### src/logic/adc_read_pkg.sv
// constants and carrier types for the converter serial read-out port.
// assumes a 125 MHz system clock; all times below are in ns.
package adc_read_pkg;

  localparam int unsigned CLK_NS = 8;
  // conversion length, its pre-end point and read start delays
  localparam int unsigned T_CONV_NS = 400;
  localparam int unsigned T_PRE_END_NS = 40;
  localparam int unsigned T_RD_SYNC_NS = 16;
  localparam int unsigned T_EOC_SYNC_NS = 16;
  localparam int unsigned T_RESTRICT_NS = 24;
  // least times round up
  localparam int unsigned CONV_CYC = (T_CONV_NS + CLK_NS - 1) / CLK_NS;
  localparam int unsigned PRE_END_CYC =
    (T_PRE_END_NS + CLK_NS - 1) / CLK_NS;
  localparam int unsigned RD_SYNC_CYC =
    (T_RD_SYNC_NS + CLK_NS - 1) / CLK_NS;
  localparam int unsigned EOC_SYNC_CYC =
    (T_EOC_SYNC_NS + CLK_NS - 1) / CLK_NS;
  localparam int unsigned RESTRICT_CYC =
    (T_RESTRICT_NS + CLK_NS - 1) / CLK_NS;

  localparam int unsigned RES_W = 16;
  localparam logic [4:0] MSB_EDGE = 5'h02;
  localparam logic [4:0] LSB_EDGE = 5'h11;
  localparam logic [4:0] END_EDGE = 5'h12;
  localparam logic [4:0] WORD_EDGE = 5'h10;
  localparam logic [4:0] BYTE_EDGE = 5'h08;
  localparam logic [4:0] BUSY_DROP_CNT = 5'h0f;

  typedef enum logic {TOPO_DAISY, TOPO_CASCADE} topo_t;

  // pins that arrive from outside the clock domain
  typedef struct packed {
    logic link_clk;
    logic rd_n;
    logic cs_n;
    logic trig_n;
    logic ser_in;
    logic sync_in;
  } pins_t;

endpackage

### src/logic/adc_lvds_serial_read_port.sv
// serial read-out engine of the converter: framing, read start, chaining.
// assumes link clock at most a quarter of clk_i; result_i is sampled on
// the clk_i domain at conversion end.
//
// Notes on behaviour
// - request falls, chip select low, wait or sample phase: start read
// - read start releases data and sync, raises bus occupied
// - word framing: sync repeats every 16 link clocks
// - bit counting starts after the link clock edge that raised sync
// - msb on second rising edge, one bit per rising edge after
// - word framing: next sync on 16th rise, lsb on 17th
// - chip select high mid-read floats outputs until next read
// - byte framing: sync every 8 clocks, bit 8 on 9th rise
// - start from wait or sample: sync low, rises fixed delay later
// - request before pre-end point starts read at that point
// - conversion-end start: sync rises fixed delay after conversion
// - lsb on 17th rise, outputs float on 18th rise
// - daisy chain: bus occupied falls before the ending sync rise
// - cascade: bus occupied falls after outputs float
// - no start in window near conversion end; result picks by side
// - non-first device forwards link until request falls, then appends
// - trigger rise samples, fall converts fixed time, busy while converting
`timescale 1ns/1ns
module adc_lvds_serial_read_port (
  input wire logic clk_i,
  input wire logic rst_n_i,
  input wire logic ce_i,
  input wire logic link_clk_i,
  input wire logic read_req_n_i,
  input wire logic chip_sel_n_i,
  input wire logic conversion_trigger_n_i,
  input wire logic serial_data_in_i,
  input wire logic sync_in_i,
  input wire logic byte_frame_i,
  input wire logic topology_i,
  input wire logic chain_position_select_i,
  input wire logic [15:0] result_i,
  output logic link_clk_o,
  output logic serial_data_out_o,
  output logic serial_data_out_oe_o,
  output logic frame_sync_o,
  output logic frame_sync_oe_o,
  output logic bus_busy_o,
  output logic conversion_busy_o
);

  typedef enum logic [1:0] {PH_WAIT, PH_SAMPLE, PH_CONV} phase_t;
  typedef enum logic [2:0] {R_IDLE, R_FWD, R_START, R_SHIFT, R_TAIL}
    rd_state_t;

  // ==========================================================
  // pin synchronisers and edge detection
  adc_read_pkg::pins_t pin_raw;
  adc_read_pkg::pins_t s1_q;
  adc_read_pkg::pins_t s2_q;
  adc_read_pkg::pins_t s3_q;

  assign pin_raw = '{link_clk: link_clk_i, rd_n: read_req_n_i,
                     cs_n: chip_sel_n_i, trig_n: conversion_trigger_n_i,
                     ser_in: serial_data_in_i, sync_in: sync_in_i};

  always_ff @(posedge clk_i)
  begin
    if (!rst_n_i)
    begin
      s1_q <= '1;
      s2_q <= '1;
      s3_q <= '1;
    end
    else if (ce_i)
    begin
      s1_q <= pin_raw;
      s2_q <= s1_q;
      s3_q <= s2_q;
    end
  end

  logic lrise, lfall, rd_fall, rd_rise;
  logic trig_rise, trig_fall, cs_hi;

  assign lrise = s2_q.link_clk && !s3_q.link_clk;
  assign lfall = !s2_q.link_clk && s3_q.link_clk;
  assign rd_fall = !s2_q.rd_n && s3_q.rd_n;
  assign rd_rise = s2_q.rd_n && !s3_q.rd_n;
  assign trig_rise = s2_q.trig_n && !s3_q.trig_n;
  assign trig_fall = !s2_q.trig_n && s3_q.trig_n;
  assign cs_hi = s2_q.cs_n;

  // ==========================================================
  // sample and conversion sequencing
  phase_t phase_q;
  logic [7:0] conv_cnt_q;
  logic [7:0] post_q;
  logic samp_pend_q;
  logic [15:0] result_q;
  logic conv_done;
  logic pre_end;
  logic in_window;

  assign conv_done = phase_q == PH_CONV && conv_cnt_q == 8'h01;
  assign pre_end = phase_q == PH_CONV &&
    conv_cnt_q == 8'(adc_read_pkg::PRE_END_CYC);
  // the result register flips at conversion end, so starts too close to
  // it could see either word; they are refused instead
  assign in_window = (phase_q == PH_CONV &&
    conv_cnt_q < 8'(adc_read_pkg::PRE_END_CYC)) || post_q != 8'h00;

  always_ff @(posedge clk_i)
  begin
    if (!rst_n_i)
    begin
      phase_q <= PH_WAIT;
      conv_cnt_q <= 8'h00;
      post_q <= 8'h00;
      samp_pend_q <= 1'b0;
      result_q <= 16'h0000;
      conversion_busy_o <= 1'b0;
    end
    else if (ce_i)
    begin
      if (post_q != 8'h00)
        post_q <= post_q - 8'h01;
      if (trig_fall && phase_q != PH_WAIT)
      begin
        // a fall during conversion aborts it and starts over
        phase_q <= PH_CONV;
        conv_cnt_q <= 8'(adc_read_pkg::CONV_CYC);
        conversion_busy_o <= 1'b1;
        samp_pend_q <= 1'b0;
      end
      else if (conv_done)
      begin
        result_q <= result_i;
        conversion_busy_o <= 1'b0;
        post_q <= 8'(adc_read_pkg::RESTRICT_CYC);
        phase_q <= (samp_pend_q || trig_rise) ? PH_SAMPLE : PH_WAIT;
        samp_pend_q <= 1'b0;
      end
      else
      begin
        if (phase_q == PH_CONV)
          conv_cnt_q <= conv_cnt_q - 8'h01;
        if (trig_rise && phase_q == PH_WAIT)
          phase_q <= PH_SAMPLE;
        else if (trig_rise && phase_q == PH_CONV)
          samp_pend_q <= 1'b1;
      end
    end
  end

  // ==========================================================
  // read cycle control and serialiser
  rd_state_t rd_st_q;
  logic [4:0] cnt_q;
  logic [4:0] cnt_n;
  logic [7:0] dly_q;
  logic [15:0] shift_q;
  logic start_rd, start_eoc, start_own, start_fwd;

  assign start_rd = rd_fall && !cs_hi && !in_window &&
    (phase_q != PH_CONV || rd_st_q == R_FWD);
  // level check so a request held low also starts at the pre-end point
  assign start_eoc = pre_end && !s2_q.rd_n && !cs_hi &&
    rd_st_q == R_IDLE;
  assign start_own = ce_i && (rd_st_q == R_IDLE || rd_st_q == R_FWD) &&
    (start_rd || start_eoc);
  assign start_fwd = ce_i && rd_st_q == R_IDLE && rd_rise && !cs_hi &&
    chain_position_select_i && !start_own;
  assign cnt_n = cnt_q + 5'h01;

  always_ff @(posedge clk_i)
  begin
    if (!rst_n_i)
      link_clk_o <= 1'b0;
    else if (ce_i)
      link_clk_o <= s2_q.link_clk;
  end

  always_ff @(posedge clk_i)
  begin
    if (!rst_n_i)
    begin
      rd_st_q <= R_IDLE;
      cnt_q <= 5'h00;
      dly_q <= 8'h00;
      shift_q <= 16'h0000;
      serial_data_out_o <= 1'b0;
      serial_data_out_oe_o <= 1'b0;
      frame_sync_o <= 1'b0;
      frame_sync_oe_o <= 1'b0;
      bus_busy_o <= 1'b0;
    end
    else if (ce_i)
    begin
      if (cs_hi && rd_st_q != R_IDLE)
      begin
        // halt: float and stay floating until a fresh start
        rd_st_q <= R_IDLE;
        serial_data_out_oe_o <= 1'b0;
        frame_sync_oe_o <= 1'b0;
        frame_sync_o <= 1'b0;
        bus_busy_o <= 1'b0;
      end
      else if (start_own)
      begin
        rd_st_q <= R_START;
        bus_busy_o <= 1'b1;
        serial_data_out_oe_o <= 1'b1;
        frame_sync_oe_o <= 1'b1;
        frame_sync_o <= 1'b0;
        serial_data_out_o <= 1'b0;
        dly_q <= start_eoc ?
          8'(adc_read_pkg::PRE_END_CYC + adc_read_pkg::EOC_SYNC_CYC) :
          8'(adc_read_pkg::RD_SYNC_CYC);
      end
      else if (start_fwd)
      begin
        rd_st_q <= R_FWD;
        bus_busy_o <= 1'b1;
        serial_data_out_oe_o <= 1'b1;
        frame_sync_oe_o <= 1'b1;
      end
      else
      begin
        unique case (rd_st_q)
          R_IDLE: ;
          R_FWD:
          begin
            serial_data_out_o <= s2_q.ser_in;
            frame_sync_o <= s2_q.sync_in;
          end
          R_START:
          begin
            if (dly_q != 8'h00)
              dly_q <= dly_q - 8'h01;
            else if (lrise)
            begin
              // newest completed result, taken when the frame opens
              shift_q <= result_q;
              frame_sync_o <= 1'b1;
              cnt_q <= 5'h00;
              rd_st_q <= R_SHIFT;
            end
          end
          R_SHIFT:
          begin
            if (lrise)
            begin
              cnt_q <= cnt_n;
              frame_sync_o <= cnt_n == adc_read_pkg::WORD_EDGE ||
                (byte_frame_i &&
                cnt_n == adc_read_pkg::BYTE_EDGE);
              if (cnt_n >= adc_read_pkg::MSB_EDGE &&
                  cnt_n <= adc_read_pkg::LSB_EDGE)
              begin
                serial_data_out_o <= shift_q[15];
                shift_q <= {shift_q[14:0], 1'b0};
              end
              if (cnt_n == adc_read_pkg::END_EDGE)
              begin
                serial_data_out_oe_o <= 1'b0;
                frame_sync_oe_o <= 1'b0;
                frame_sync_o <= 1'b0;
                serial_data_out_o <= 1'b0;
                rd_st_q <= topology_i ? R_TAIL : R_IDLE;
              end
            end
            else if (lfall && cnt_q == adc_read_pkg::BUSY_DROP_CNT &&
                     topology_i == adc_read_pkg::TOPO_DAISY)
              bus_busy_o <= 1'b0;
          end
          R_TAIL:
          begin
            bus_busy_o <= 1'b0;
            rd_st_q <= R_IDLE;
          end
          default:
            rd_st_q <= R_IDLE;
        endcase
      end
    end
  end
endmodule

### config.mk
export PLATFORM = sky130hd
export DESIGN_NAME = adc_lvds_serial_read_port
export DESIGN_NICKNAME = d
export VERILOG_FILES = /design/src/logic/adc_read_pkg.sv /design/src/logic/adc_lvds_serial_read_port.sv
export SDC_FILE = /design/constraint.sdc
export NUM_CORES = 1
export LEC_CHECK = 0
export BUFFER_PORTS_ARGS = -buffer_cell sky130_fd_sc_hd__buf_2
export CORE_ASPECT_RATIO = 0.8
export CORE_MARGIN = 10
export CORE_UTILIZATION = 60
export CTS_CLUSTER_DIAMETER = 150
export CTS_CLUSTER_SIZE = 24
export DETAILED_ROUTE_END_ITERATION = 16
export GPL_ROUTABILITY_DRIVEN = 0
export HOLD_SLACK_MARGIN = 0.02
export PLACE_DENSITY = 0.78
export SYNTH_ARGS = -nofsm -noshare
export SYNTH_HDL_FRONTEND = slang
export SYNTH_SLANG_ARGS = --single-unit
export TNS_END_PERCENT = 5
### constraint.sdc
create_clock -name clk_i -period 2.4 [get_ports clk_i]
set_input_delay 0.12 -clock clk_i [delete_from_list [all_inputs] [get_ports clk_i]]
set_output_delay 0.12 -clock clk_i [all_outputs]
set_load 0.03 [all_outputs]
# Word level (Yosys, flattened, before mapping)
# Cells that the tools add are included.
# W data, S select, Z words.
[classes]
magnitude_cmp = 3
n_reduce_logical = 78
n_addsub = 4
n_mux = 65
bitwise = 5
n_eq_ne = 32
[op_table]
columns = ["operator", "count"]
rows = [
  ["$mux W8", 10],
  ["$mux W16", 4],
  ["$pmux W16 S2", 1],
  ["$logic_and A1 B1 Y1", 30],
  ["$mux W1", 30],
  ["$ne A5 B5 Y1 const B", 6],
  ["$mux W3", 9],
  ["$sub A8 B1 Y8 const B", 3],
  ["$reduce_and A6 Y1", 3],
  ["$ne A4 B4 Y1 const B", 4],
  ["$reduce_bool A8 Y1", 2],
  ["$mux W5", 3],
  ["$ne A2 B2 Y1 const B", 6],
  ["$reduce_bool A2 Y1", 6],
  ["$reduce_bool A3 Y1", 4],
  ["$reduce_bool A4 Y1", 3],
  ["$eq A5 B4 Y1 const B", 2],
  ["$eq A5 B5 Y1 const B", 2],
  ["$pmux W5 S2", 1],
  ["$reduce_bool A5 Y1", 2],
  ["$logic_not A1 Y1", 9],
  ["$pmux W3 S3", 1],
  ["$reduce_and A3 Y1", 3],
  ["$reduce_and A9 Y1", 1],
  ["other kinds (26)", 42],
]
[word_totals]
word_cells = 217
register_bits = 88
output_inout_bits = 7

# Depth between registers and ports, before layout
# Gate-level depths: netlist (run 1).
[depth]
ltp_word = 13
ltp_mapped = 10

# Worst setup path after synthesis (run 1)
# OpenSTA, ideal clock, no wires.
[synth_path]
path_type = "flip-flop to flip-flop"
startpoint = "register conv_cnt_q[4]"
endpoint = "register rd_st_q[0]"
stages_incl_launch_ff = 7
t_arrival_ns = 1.936
path_buffers = 0
path_slack_ns = 0.328
synth_period_minus_slack_ns = 2.072
cell_sequence = "dfxtp_1 -> or3_4 -> o311ai_4 -> a211oi_2 -> or4_4 -> o2111ai_1 -> o311ai_1"
[synth_between]
elab_chain_len = 13
word_cells_on_any_way = 24
cone_classes = "order compare: 1; eq/ne: 6; mux: 3; reduce/logical: 14"
[synth_rtl]
columns = ["item", "line_no", "text"]
rows = [
  ["start: declaration", "adc_lvds_serial_read_port.sv:92", "logic [7:0] conv_cnt_q;"],
  ["start signal: assignment", "adc_lvds_serial_read_port.sv:127", "conv_cnt_q <= 8'(adc_read_pkg::CONV_CYC);"],
  ["start signal: assignment", "adc_lvds_serial_read_port.sv:142", "conv_cnt_q <= conv_cnt_q - 8'h01;"],
  ["$lt A8 B3 Y1", "adc_lvds_serial_read_port.sv:106", "conv_cnt_q < 8'(adc_read_pkg::PRE_END_CYC)) || post_q != 8'h00;"],
  ["$logic_and A1 B1 Y1", "adc_lvds_serial_read_port.sv:105", "assign in_window = (phase_q == PH_CONV &&"],
  ["$logic_or A1 B1 Y1", "adc_lvds_serial_read_port.sv:106", ""],
  ["$logic_not A1 Y1", "adc_lvds_serial_read_port.sv:160", "assign start_rd = rd_fall && !cs_hi && !in_window &&"],
  ["$logic_and A1 B1 Y1 (2 in a row)", "adc_lvds_serial_read_port.sv:160", ""],
  ["$logic_or A1 B1 Y1 *", "adc_lvds_serial_read_port.sv:166", "(start_rd || start_eoc);"],
  ["$logic_and A1 B1 Y1 *", "adc_lvds_serial_read_port.sv:165", "assign start_own = ce_i && (rd_st_q == R_IDLE || rd_st_q == R_FWD) &&"],
  ["parallel branches: the longest is 5 deep, another holds $reduce_and A6 Y1", "n/a", ""],
  ["end signal: assignment", "adc_lvds_serial_read_port.sv:265", "rd_st_q <= topology_i ? R_TAIL : R_IDLE;"],
  ["end: declaration", "adc_lvds_serial_read_port.sv:153", "rd_state_t rd_st_q;"],
]
# Every way passes the cells marked *.
# A chain may end at the register's enable or synchronous reset.

# Worst setup path after layout (run 1)
[layout_path]
startpoint = "register cnt_q[1]"
endpoint = "register shift_q[3]"
[layout_between]
elab_chain_len = 5
word_cells_on_any_way = 6
cone_classes = "add/sub: 1; order compare: 2; eq/ne: 1; reduce/logical: 2"
[layout_rtl]
columns = ["item", "line_no", "text"]
rows = [
  ["start: declaration", "adc_lvds_serial_read_port.sv:154", "logic [4:0] cnt_q;"],
  ["start signal: assignment", "adc_lvds_serial_read_port.sv:249", "cnt_q <= cnt_n;"],
  ["$add A5 B1 Y5 *", "adc_lvds_serial_read_port.sv:169", "assign cnt_n = cnt_q + 5'h01;"],
  ["$ge A5 B2 Y1 / $le A5 B5 Y1 (equally long branches)", "adc_lvds_serial_read_port.sv:253, adc_lvds_serial_read_port.sv:254", ""],
  ["$logic_and A1 B1 Y1 *", "adc_lvds_serial_read_port.sv:253", "if (cnt_n >= adc_read_pkg::MSB_EDGE &&"],
  ["$ne A2 B2 Y1 (no line) *", "n/a", ""],
  ["$reduce_and A9 Y1 (no line) *", "n/a", ""],
  ["end signal: assignment", "adc_lvds_serial_read_port.sv:239", "shift_q <= result_q;"],
  ["end signal: assignment", "adc_lvds_serial_read_port.sv:257", "shift_q <= {shift_q[14:0], 1'b0};"],
  ["end: declaration", "adc_lvds_serial_read_port.sv:157", "logic [15:0] shift_q;"],
]
# Mark *: on every way between the ends. The rest lies on a longest branch, timed or not.

==> metrics.txt, run 1 <==
io pins 35; Slew HR 36.31%; core area about 0.0069 mm^2; Int Power 2.207 mW; Max rail drop VDD 0.7146 mV; count leader, synth nand2_1; WL final 10.11 mm; Post-synth top cells nand2_1 (101), dfxtp_1 (88), nor2_1 (58); hold path depth 2; top cells by area, synth dfxtp_1 (41%), nand2_1 (8.8%), nor2_1 (5.1%); TritonRoute pass-1 iters 5; Area growth, synth to finish 16.10%; area share of the largest cell type after synthesis approximately two fifths; Final period util 91.65%; GRT overflow 0; Initial DRC Count 325; Final Max Tran Viols 0; Global Route Usage Sum approximately a fifth; Post-synth EDFFs 0; P_sw 0.9980 mW; synthesized area between 0.004 and 0.005 mm^2; Crit Path Max Fanout 32; r2r endpoint shift_q[3]; starting density of the core 62.15%; RR Startpoint cnt_q[1]; Avg WL per Cell 14.89 um; Post CTS Setup Buffer Count 0; post-synthesis sequential area ratio 40.93%; clk buf depth 2; clock skew 0.007381 ns; # H-tree levels 3; switch share 31.14%; Worst Hold Launch rst_n_i; pwr dens 641.3 mW/mm^2; slew at the pin closest to its max-slew limit 0.9540 ns; Cell Rows 27; CP Cell Sequence ha_1 -> and3_1 -> ha_1 -> o21ai_0 -> nor3_1 -> nor3_2 -> buf_12 -> nor2_1 -> a311oi_1; async set-reset flop share out of synthesis 0%; ys flop type dfxtp_1; clock sink count 88; CP required 2.66 ns; syn_area_per_cell 8.090 um^2; CP bufs+invs 1; first-pass GRT wire length 17.03 mm; RSZ-0062 raised after global routing false; pin count of the biggest net entering global routing 55; Fin. Hold Viols 0; final setup margin 0.2004 ns; crit path launch cnt_q[1]; sequential share of power ~50%; CTS tree done; Max-Cap Viols 0; FF-to-FF path depth 9; DR vias/cell just under 6; WS Path Type reg -> reg; cell family with most CP delay simple AND/OR/NAND/NOR gates; hold worst-path end s3_q[5]; post-route DRC violation count 0; Routed Antenna Nets 0; Clk network pwr share 28.5%; nets@finish about 630; cell taking the most area after synthesis dfxtp_1; YS warnings 0; Skew-Pair Late Insertion Delay 0.36 ns; CP peak stage delay around 0.38 ns; Worst path most repeated cell ha_1; Post-Syn Instances 532; setup_tns 0 ns; initial antenna violation count 0; TritonCTS buffer count 9; clock root cell clkbuf_8; min cycle time layout around 2.2 ns; Die Span Y 95.76 um; Crit-path slowest cell dfxtp_1; Port Buffers 34; Die Wd between 100 and 150 um; type of the worst min-delay path in -> reg; status finished, final reports clean; Syn Nets 571; Synth Register Bits 88; antenna cells 0; combinational power share 21.5%; Final Setup Violations 0; post-DP HPWL 6.913 mm; CP arrival 2.46 ns; die area ~0.011 mm^2; Worst-path clk slew 0.09 ns; Startpoint Class flop; fmax around 450 MHz; Setup WS pre-CTS 0.2434 ns; Yosys cell types 65; Worst setup EP type flop; worst reg2reg setup slack 0.20 ns; leakage power total around 1.8 nW; vias in the first global route 3671; share of cells above drive strength 1 14.53%; vias around 4.0k
[sequential cells by signal (all words and copies together) (netlist names)]
| name | cells |
|---|---|
| result_q | 16 |
| shift_q | 16 |
| conv_cnt_q | 8 |
| dly_q | 8 |
| post_q | 8 |
| s1_q | 6 |
| cnt_q | 5 |
| s2_q | 5 |
| rd_st_q | 3 |
| s3_q | 3 |
| phase_q | 2 |
| bus_busy_o | 1 |
| conversion_busy_o | 1 |
| cs_hi | 1 |
| frame_sync_o | 1 |
| frame_sync_oe_o | 1 |
| link_clk_o | 1 |
| samp_pend_q | 1 |
| serial_data_out_o | 1 |
[how the worst max path moves through the flow]
| stage | slack, ns | depth (start not counted) | to |
|---|---|---|---|
| 6_report | 0.20 | 9 | shift_q[3] |
| 5_1_grt | 0.02 | 9 | shift_q[4] |
| 4_1_cts | 0.20 | 9 | shift_q[3] |
| 3_5_place_dp | 0.24 | 6 | rd_st_q[0] |
| 3_3_place_gp | 0.26 | 6 | rd_st_q[0] |
| 2_1_floorplan | 0.33 | 6 | rd_st_q[0] |
[logic make-up after synthesis]
| group | Yosys count | share of synthesized area, % |
|---|---|---|
| AOI/OAI and AO/OA | 116 | 18.58 |
| xor gates and xnor gates | 10 | 2.035 |
| adders and majority gates | 11 | 3.198 |
| buffers and inverters | 45 | 4.244 |
| DFF | 88 | 40.93 |
| muxes | 15 | 3.488 |
| and+or+nand+nor | 247 | 27.53 |
[placed cells by master (no fill, tap or decap), types with 16 or more instances in the layout]
cell / instances
nand2_1: 101
dfxtp_1: 88
nor2_1: 58
a21oi_1: 43
buf_2: 34
dlygate4sd3_1: 22
nor3_1: 19
o21ai_0: 18
buf_4: 17
a311oi_1: 16
[routing by layer]
| layer | vias to the layer above | wire length [um] | track usage (%) |
|---|---|---|---|
| met1 | 1824 | 4633 | 24.86 |
| met2 | 143 | 4691 | 29.05 |
| li1 | 1986 | - | - |
| met4 | 0 | 145 | 5.658 |
| met5 | - | 0 | 0 |
| met3 | 17 | 638 | 5.037 |
[final cells by class]
cell class                 count  area (um^2)
timing repair buffer          74        538.0
clock inverter                 6        45.04
inverter                      15        56.30
fill                         553         1928
sequential                    88         1762
multi-input combinational    399         2360
tap                           87        108.9
clock buffer                  10        127.6
[what timing repair did]
item                      in CTS  in global routing
hold buffers                  22                  0
gates resized for setup        0                  0
hold endpoints to repair      22                  0
[through the flow]
stage               instance area [um^2]  std cells  util [%]  total power, mW  hold WS, ns
floorplan                           4304        532         -            2.056       0.2484
global placement                    4604        641     66.49            2.243       0.3356
detailed placement                  4604        641     66.49            2.276       0.3388
CTS                                 4997        679     72.16            3.202       0.1024
global route                        4997        679     72.16            3.384       0.1176
finish                              4997        679     72.16            3.205       0.1147
[power by group through the flow]
stage / clock network, mW / registers (mW) / logic (mW)
global route: 0.997 / 1.61 / 0.773
global placement: 0 / 1.63 / 0.614
finish: 0.913 / 1.60 / 0.690
CTS: 0.929 / 1.60 / 0.675
detailed placement: 0 / 1.63 / 0.645
floorplan: 0 / 1.61 / 0.443
(Power assumes the default switching activity.)
==> run 2, diff against run 1 <==
--- a/config.mk
+++ b/config.mk
@@ -8,13 +8,14 @@
 export BUFFER_PORTS_ARGS = -buffer_cell sky130_fd_sc_hd__buf_2
 export CORE_ASPECT_RATIO = 0.8
 export CORE_MARGIN = 10
-export CORE_UTILIZATION = 60
+export CORE_UTILIZATION = 44
 export CTS_CLUSTER_DIAMETER = 150
 export CTS_CLUSTER_SIZE = 24
 export DETAILED_ROUTE_END_ITERATION = 16
 export GPL_ROUTABILITY_DRIVEN = 0
 export HOLD_SLACK_MARGIN = 0.02
-export PLACE_DENSITY = 0.78
+export PLACE_DENSITY = 0.6
+export SLEW_MARGIN = 20
 export SYNTH_ARGS = -nofsm -noshare
 export SYNTH_HDL_FRONTEND = slang
 export SYNTH_SLANG_ARGS = --single-unit
==> run 2 against run 1 <==
Against the previous run: sequential share of layout area shrank 1.0 points; wire length increased by 1.9%; design area increased by 3.0%; flip-flop and latch count is the same; sequential power about the same; setup slack worse by 0.025 ns; count of clock-buffer cells in the layout did not move; largest cell class unchanged.
==> metrics.txt, run 2 (synthesized netlist as in run 1, its figures left out) <==
vias in the first global route 3634 (-1.0%); Final Setup Violations 0 (unchanged); clock root cell clkbuf_16; hold_ws 0.02224 ns (-0.09244 ns); Initial DRC Count 306 (-5.8%); CP Cell Sequence or3_4 -> o311ai_4 -> a211oi_2 -> or4_4 -> o2111ai_1 -> o311ai_1; clock skew 0.008910 ns (+0.001529 ns); clock sink count 88 (unchanged); TritonRoute pass-1 iters 6 (+1); GRT overflow 0 (unchanged); Skew-Pair Late Insertion Delay 0.34 ns (-0.02 ns); Worst-path clk slew 0.07 ns (-0.02 ns); Max-Cap Viols 0 (unchanged); Routed Antenna Nets 0 (unchanged); leading cell type in the layout, fill and taps excluded nand2_1; first-pass GRT wire length 17.37 mm (+2.0%); slew at the pin closest to its max-slew limit 0.9763 ns (+0.02232 ns); min cycle time layout 2.225 ns (+0.02516 ns); Max rail drop VDD 0.5081 mV (-29%); CP bufs+invs 0 (-1); WL final 10.30 mm (+1.9%); CTS tree done; Crit Path Max Fanout 6 (-81%); CP required 2.62 ns (-0.04 ns); nets@finish 624 (-0.32%); RSZ-0062 raised after global routing false; starting density of the core 44.79% (-17 points); Crit-path slowest cell or4_4; leakage power total 1.850 nW (+3.1%); Startpoint Class flop; Area growth, synth to finish 19.62%; CP arrival 2.44 ns (-0.02 ns); WS Path Type reg -> reg; fmax 449.5 MHz (-1.1%); fillers 941 (+70%); CP peak stage delay 0.53 ns (+0.15 ns); Fin. Hold Viols 0 (unchanged); Die Wd 130.6 um (+14%); setup_tns 0 ns (unchanged); pwr dens 713.5 mW/mm^2 (+11%); share of cells above drive strength 1 14.92% (+0.39 points); multi-input logic area 0.002366 mm^2 (+0.27%); post-route DRC violation count 0 (unchanged); DR vias/cell 5.472 (-6.4%); TritonCTS buffer count 9 (unchanged); top flop regs result_q: 16 flops, shift_q: 16 flops; Final Max Tran Viols 0 (unchanged); post-DP HPWL 7.027 mm (+1.6%); clk buf depth 2 (unchanged); Cell Rows 32 (+19%); Worst setup EP type flop; initial antenna violation count 0 (unchanged); pin count of the biggest net entering global routing 55 (unchanged); cell family with most CP delay simple AND/OR/NAND/NOR gates; Global Route Usage Sum 14.93% (-3.7 points); die area 0.01416 mm^2 (+29%); # H-tree levels 3 (unchanged); Final period util 92.70% (+1.0 points); antenna cells 0 (unchanged); status finished, final reports clean; io pins 35 (unchanged); type of the worst min-delay path in -> reg; core area 0.009609 mm^2 (+39%); Avg WL per Cell 14.52 um (-2.5%); Slew HR 34.82% (-1.5 points); Storage cell area 0.001762 mm^2 (unchanged); Port Buffers 34 (unchanged); Die Span Y 108.5 um (+13%); commonest cells after routing, fill and taps aside nand2_1 (101), dfxtp_1 (88), nor2_1 (58); vias 3880 (-2.3%)
## run 2: cell count changes in the layout (fill, tap and decap cells not counted), moves of 2 or more
cell           change
clkinvlp_4         -2
dlygate4sd3_1      -2
clkbuf_16          +9
clkbuf_8           -9
## run 2: power breakdown
group	switching (mW)	internal (mW)
registers	0.0722	1.53
clock network	0.587	0.812
logic	0.375	0.296
## run 2: area by class of cell
cell class	instances	area share, %
inverters	15	1.094
clock buffers	10	4.447
repair buffers	72	10.06
well taps	119	2.892
clock inverters	6	1.337
multi-input cells	399	45.95
flip-flops and latches	88	34.22
## run 2: per-stage QoR
stage,power [mW],setup slack (ns),area (um^2),util (%),cells
final,3.674,0.1753,5149,53.58,709
after global routing,3.844,0.03308,5149,53.58,709
after CTS,3.693,0.1812,5142,53.52,709
after detailed placement,2.266,0.1864,4644,48.33,673
after global placement,2.257,0.2561,4644,48.33,673
after floorplan,2.056,0.3283,4304,-,532
## run 2: final timing paths
kind,start,to,slack (ns),depth (start not counted)
setup / recovery,conv_cnt_q[4],rd_st_q[0],0.18,6
hold reg to reg,result_q[6],result_q[6],0.46,2
setup reg to reg,conv_cnt_q[4],rd_st_q[0],0.18,6
hold / removal,result_i[2],result_q[2],0.02,3
## run 2: worst min-delay path: cells and delay by family
kind / cells / cell delay (ns)
and+or+nand+nor: 1 / 0.05
AOI/OAI and AO/OA: 1 / 0.06
buffers and inverters: 1 / 0.09
## run 2: routing by layer
layer / GRT usage (%) / up-vias / routed length [um]
li1: - / 1982 / -
met4: 3.803 / 0 / 140
met2: 22.67 / 107 / 4595
met5: 0 / - / 0
met3: 4.501 / 16 / 586
met1: 20.22 / 1775 / 4973
## run 2: timing repair
action,in CTS,in global routing
setup buffers,0,0
hold endpoints to repair,20,0
hold buffers,20,0
resized for setup,0,2
setup endpoints to repair,0,3
==> run 3, diff against run 2 <==
--- a/config.mk
+++ b/config.mk
@@ -6,6 +6,7 @@
 export NUM_CORES = 1
 export LEC_CHECK = 0
 export BUFFER_PORTS_ARGS = -buffer_cell sky130_fd_sc_hd__buf_2
+export CAP_MARGIN = 20
 export CORE_ASPECT_RATIO = 0.8
 export CORE_MARGIN = 10
 export CORE_UTILIZATION = 44
@@ -15,6 +16,7 @@
 export GPL_ROUTABILITY_DRIVEN = 0
 export HOLD_SLACK_MARGIN = 0.02
 export PLACE_DENSITY = 0.6
+export REMOVE_ABC_BUFFERS = 1
 export SLEW_MARGIN = 20
 export SYNTH_ARGS = -nofsm -noshare
 export SYNTH_HDL_FRONTEND = slang
==> run 3 against run 2 <==
Against the previous run: final cell count rose by 0.71%; non-clock buffer count up 5; count of clock-buffer cells in the layout up 2; register-to-register slack better by 0.03 ns; die area unchanged; utilization up 0.76 points; wire length is 0.69% lower; sequential share of layout area shrank 0.48 points; setup slack improved by 0.033 ns; power up 0.57%; global-route usage grew 0.15 points.
==> metrics.txt, run 3 (synthesized netlist as in run 1, its figures left out) <==
clock skew 0.008739 ns (-0.0001706 ns); Max-Cap Viols 0 (unchanged); antenna cells 0 (unchanged); setup_tns 0 ns (unchanged); share of cells above drive strength 1 15.13% (+0.21 points); area post-placement 0.004688 mm^2 (+0.94%); CP bufs+invs 1 (+1); GRT overflow 0 (unchanged); CP Cell Sequence ha_1 -> and3_1 -> ha_1 -> o21ai_0 -> nor3_1 -> nor3_2 -> buf_12 -> nand2b_1 -> a21oi_1; top flop regs result_q: 16 flops, shift_q: 16 flops; fmax 456.3 MHz (+1.5%); CTS tree done; CP required 2.66 ns (+0.04 ns); Final Non-Filler Cells 714 (+0.71%); RSZ-0062 raised after global routing false; Slew HR 64.97% (+30 points); Fin. Hold Viols 0 (unchanged); WS Path Type reg -> reg; Final Max Tran Viols 0 (unchanged); pwr dens 707.6 mW/mm^2 (-0.82%); Area growth, synth to finish 21.31%; final core occ 54.34% (+0.76 points); dpl cells 676 (+0.45%); cell family with most CP delay simple AND/OR/NAND/NOR gates; core area 0.009609 mm^2 (unchanged); Crit Path Max Fanout 32 (+26); Skew-Pair Late Insertion Delay 0.34 ns (about the same); Die Span Y 108.5 um (unchanged); Worst path most repeated cell ha_1; initial antenna violation count 0 (unchanged); Global Route Usage Sum 15.08% (+0.15 points); hold_ws 0.08537 ns (+0.06313 ns); first-pass GRT wire length 17.72 mm (+2.0%); WL final 10.22 mm (-0.69%); Die Wd 130.6 um (unchanged); die area 0.01416 mm^2 (unchanged); Worst-path clk slew 0.06 ns (about the same); CP arrival 2.46 ns (+0.02 ns); post-route design area 0.005221 mm^2 (+1.4%); TritonCTS buffer count 9 (unchanged); Routed Antenna Nets 0 (unchanged); Cell Rows 32 (unchanged); TritonRoute pass-1 iters 4 (-2); Initial DRC Count 259 (-15%); Startpoint Class flop; clk buf depth 2 (unchanged); CP peak stage delay 0.38 ns (-0.15 ns); commonest cells after routing, fill and taps aside nand2_1 (101), dfxtp_1 (88), nor2_1 (58); vias 3844 (-0.93%); Worst setup EP type flop; Port Buffers 34 (unchanged); Final period util 91.32% (-1.4 points); vias in the first global route 3700 (+1.8%); leading cell type in the layout, fill and taps excluded nand2_1; Crit-path slowest cell dfxtp_1; pin count of the biggest net entering global routing 35 (-36%); clock sink count 88 (unchanged); post-DP HPWL 7.205 mm (+2.5%); starting density of the core 44.79% (unchanged); clock root cell clkbuf_16; # H-tree levels 3 (unchanged); Post CTS Setup Buffer Count 0 (unchanged); min cycle time layout 2.192 ns (-0.03315 ns); io pins 35 (unchanged); type of the worst min-delay path in -> reg; nets@finish 629 (+0.80%); slew at the pin closest to its max-slew limit 0.5249 ns (-0.4515 ns); status finished, final reports clean; DR vias/cell 5.384 (-1.6%); Avg WL per Cell 14.32 um (-1.4%); Max rail drop VDD 0.4602 mV (-9.4%); leakage power total 1.876 nW (+1.4%); Final Setup Violations 0 (unchanged); post-route DRC violation count 0 (unchanged)
[run 3: changes by cell type in the layout (fill, tap and decap cells not counted), moves of 2 or more]
cell	previous run	this run
clkinv_4	2	0
clkbuf_8	0	2
dlygate4sd3_1	20	22
buf_4	17	19
clkinvlp_4	1	3
[run 3: routing by layer]
layer	track usage [%]	up-vias	wire (um)
met4	4.913	0	78
met2	23.21	64	4624
met5	0	-	0
met3	3.474	7	419
li1	-	1999	-
met1	20.39	1774	5101
[run 3: metrics by stage]
stage                     power (mW)  worst slack (ns)
final                          3.695            0.2084
after global routing           3.890           0.02567
after CTS                      3.728            0.1995
after detailed placement       2.263            0.2224
after global placement         2.255            0.2489
after floorplan                2.038           -0.3316
[run 3: layout make-up]
class                      count  area (um^2)
inverter                      15        56.30
tap                          119        148.9
fill                         918         4388
clock buffer                  12        256.5
multi-input combinational    399         2372
clock inverter                 4        52.55
timing repair buffer          77        573.1
sequential                    88         1762
[run 3: final timing paths]
kind	start	end	slack, ns	cells past startpoint
setup / recovery	cnt_q[1]	shift_q[0]	0.21	9
hold / removal	rst_n_i	s1_q[2]	0.09	2
setup reg to reg	cnt_q[1]	shift_q[0]	0.21	9
hold reg to reg	result_q[2]	result_q[2]	0.45	2
[run 3: where the power goes]
group,total [mW],switching [mW],internal (mW)
Sequential,1.60,0.0690,1.53
Combinational,0.665,0.365,0.300
Clock,1.43,0.567,0.864
Total,3.69,1.00,2.69
[run 3: repair_timing]
item / in CTS / in global routing
setup endpoints to repair: 0 / 1
hold buffers: 22 / 0
endpoints found under the hold margin: 22 / 0
gates resized for setup: 0 / 1
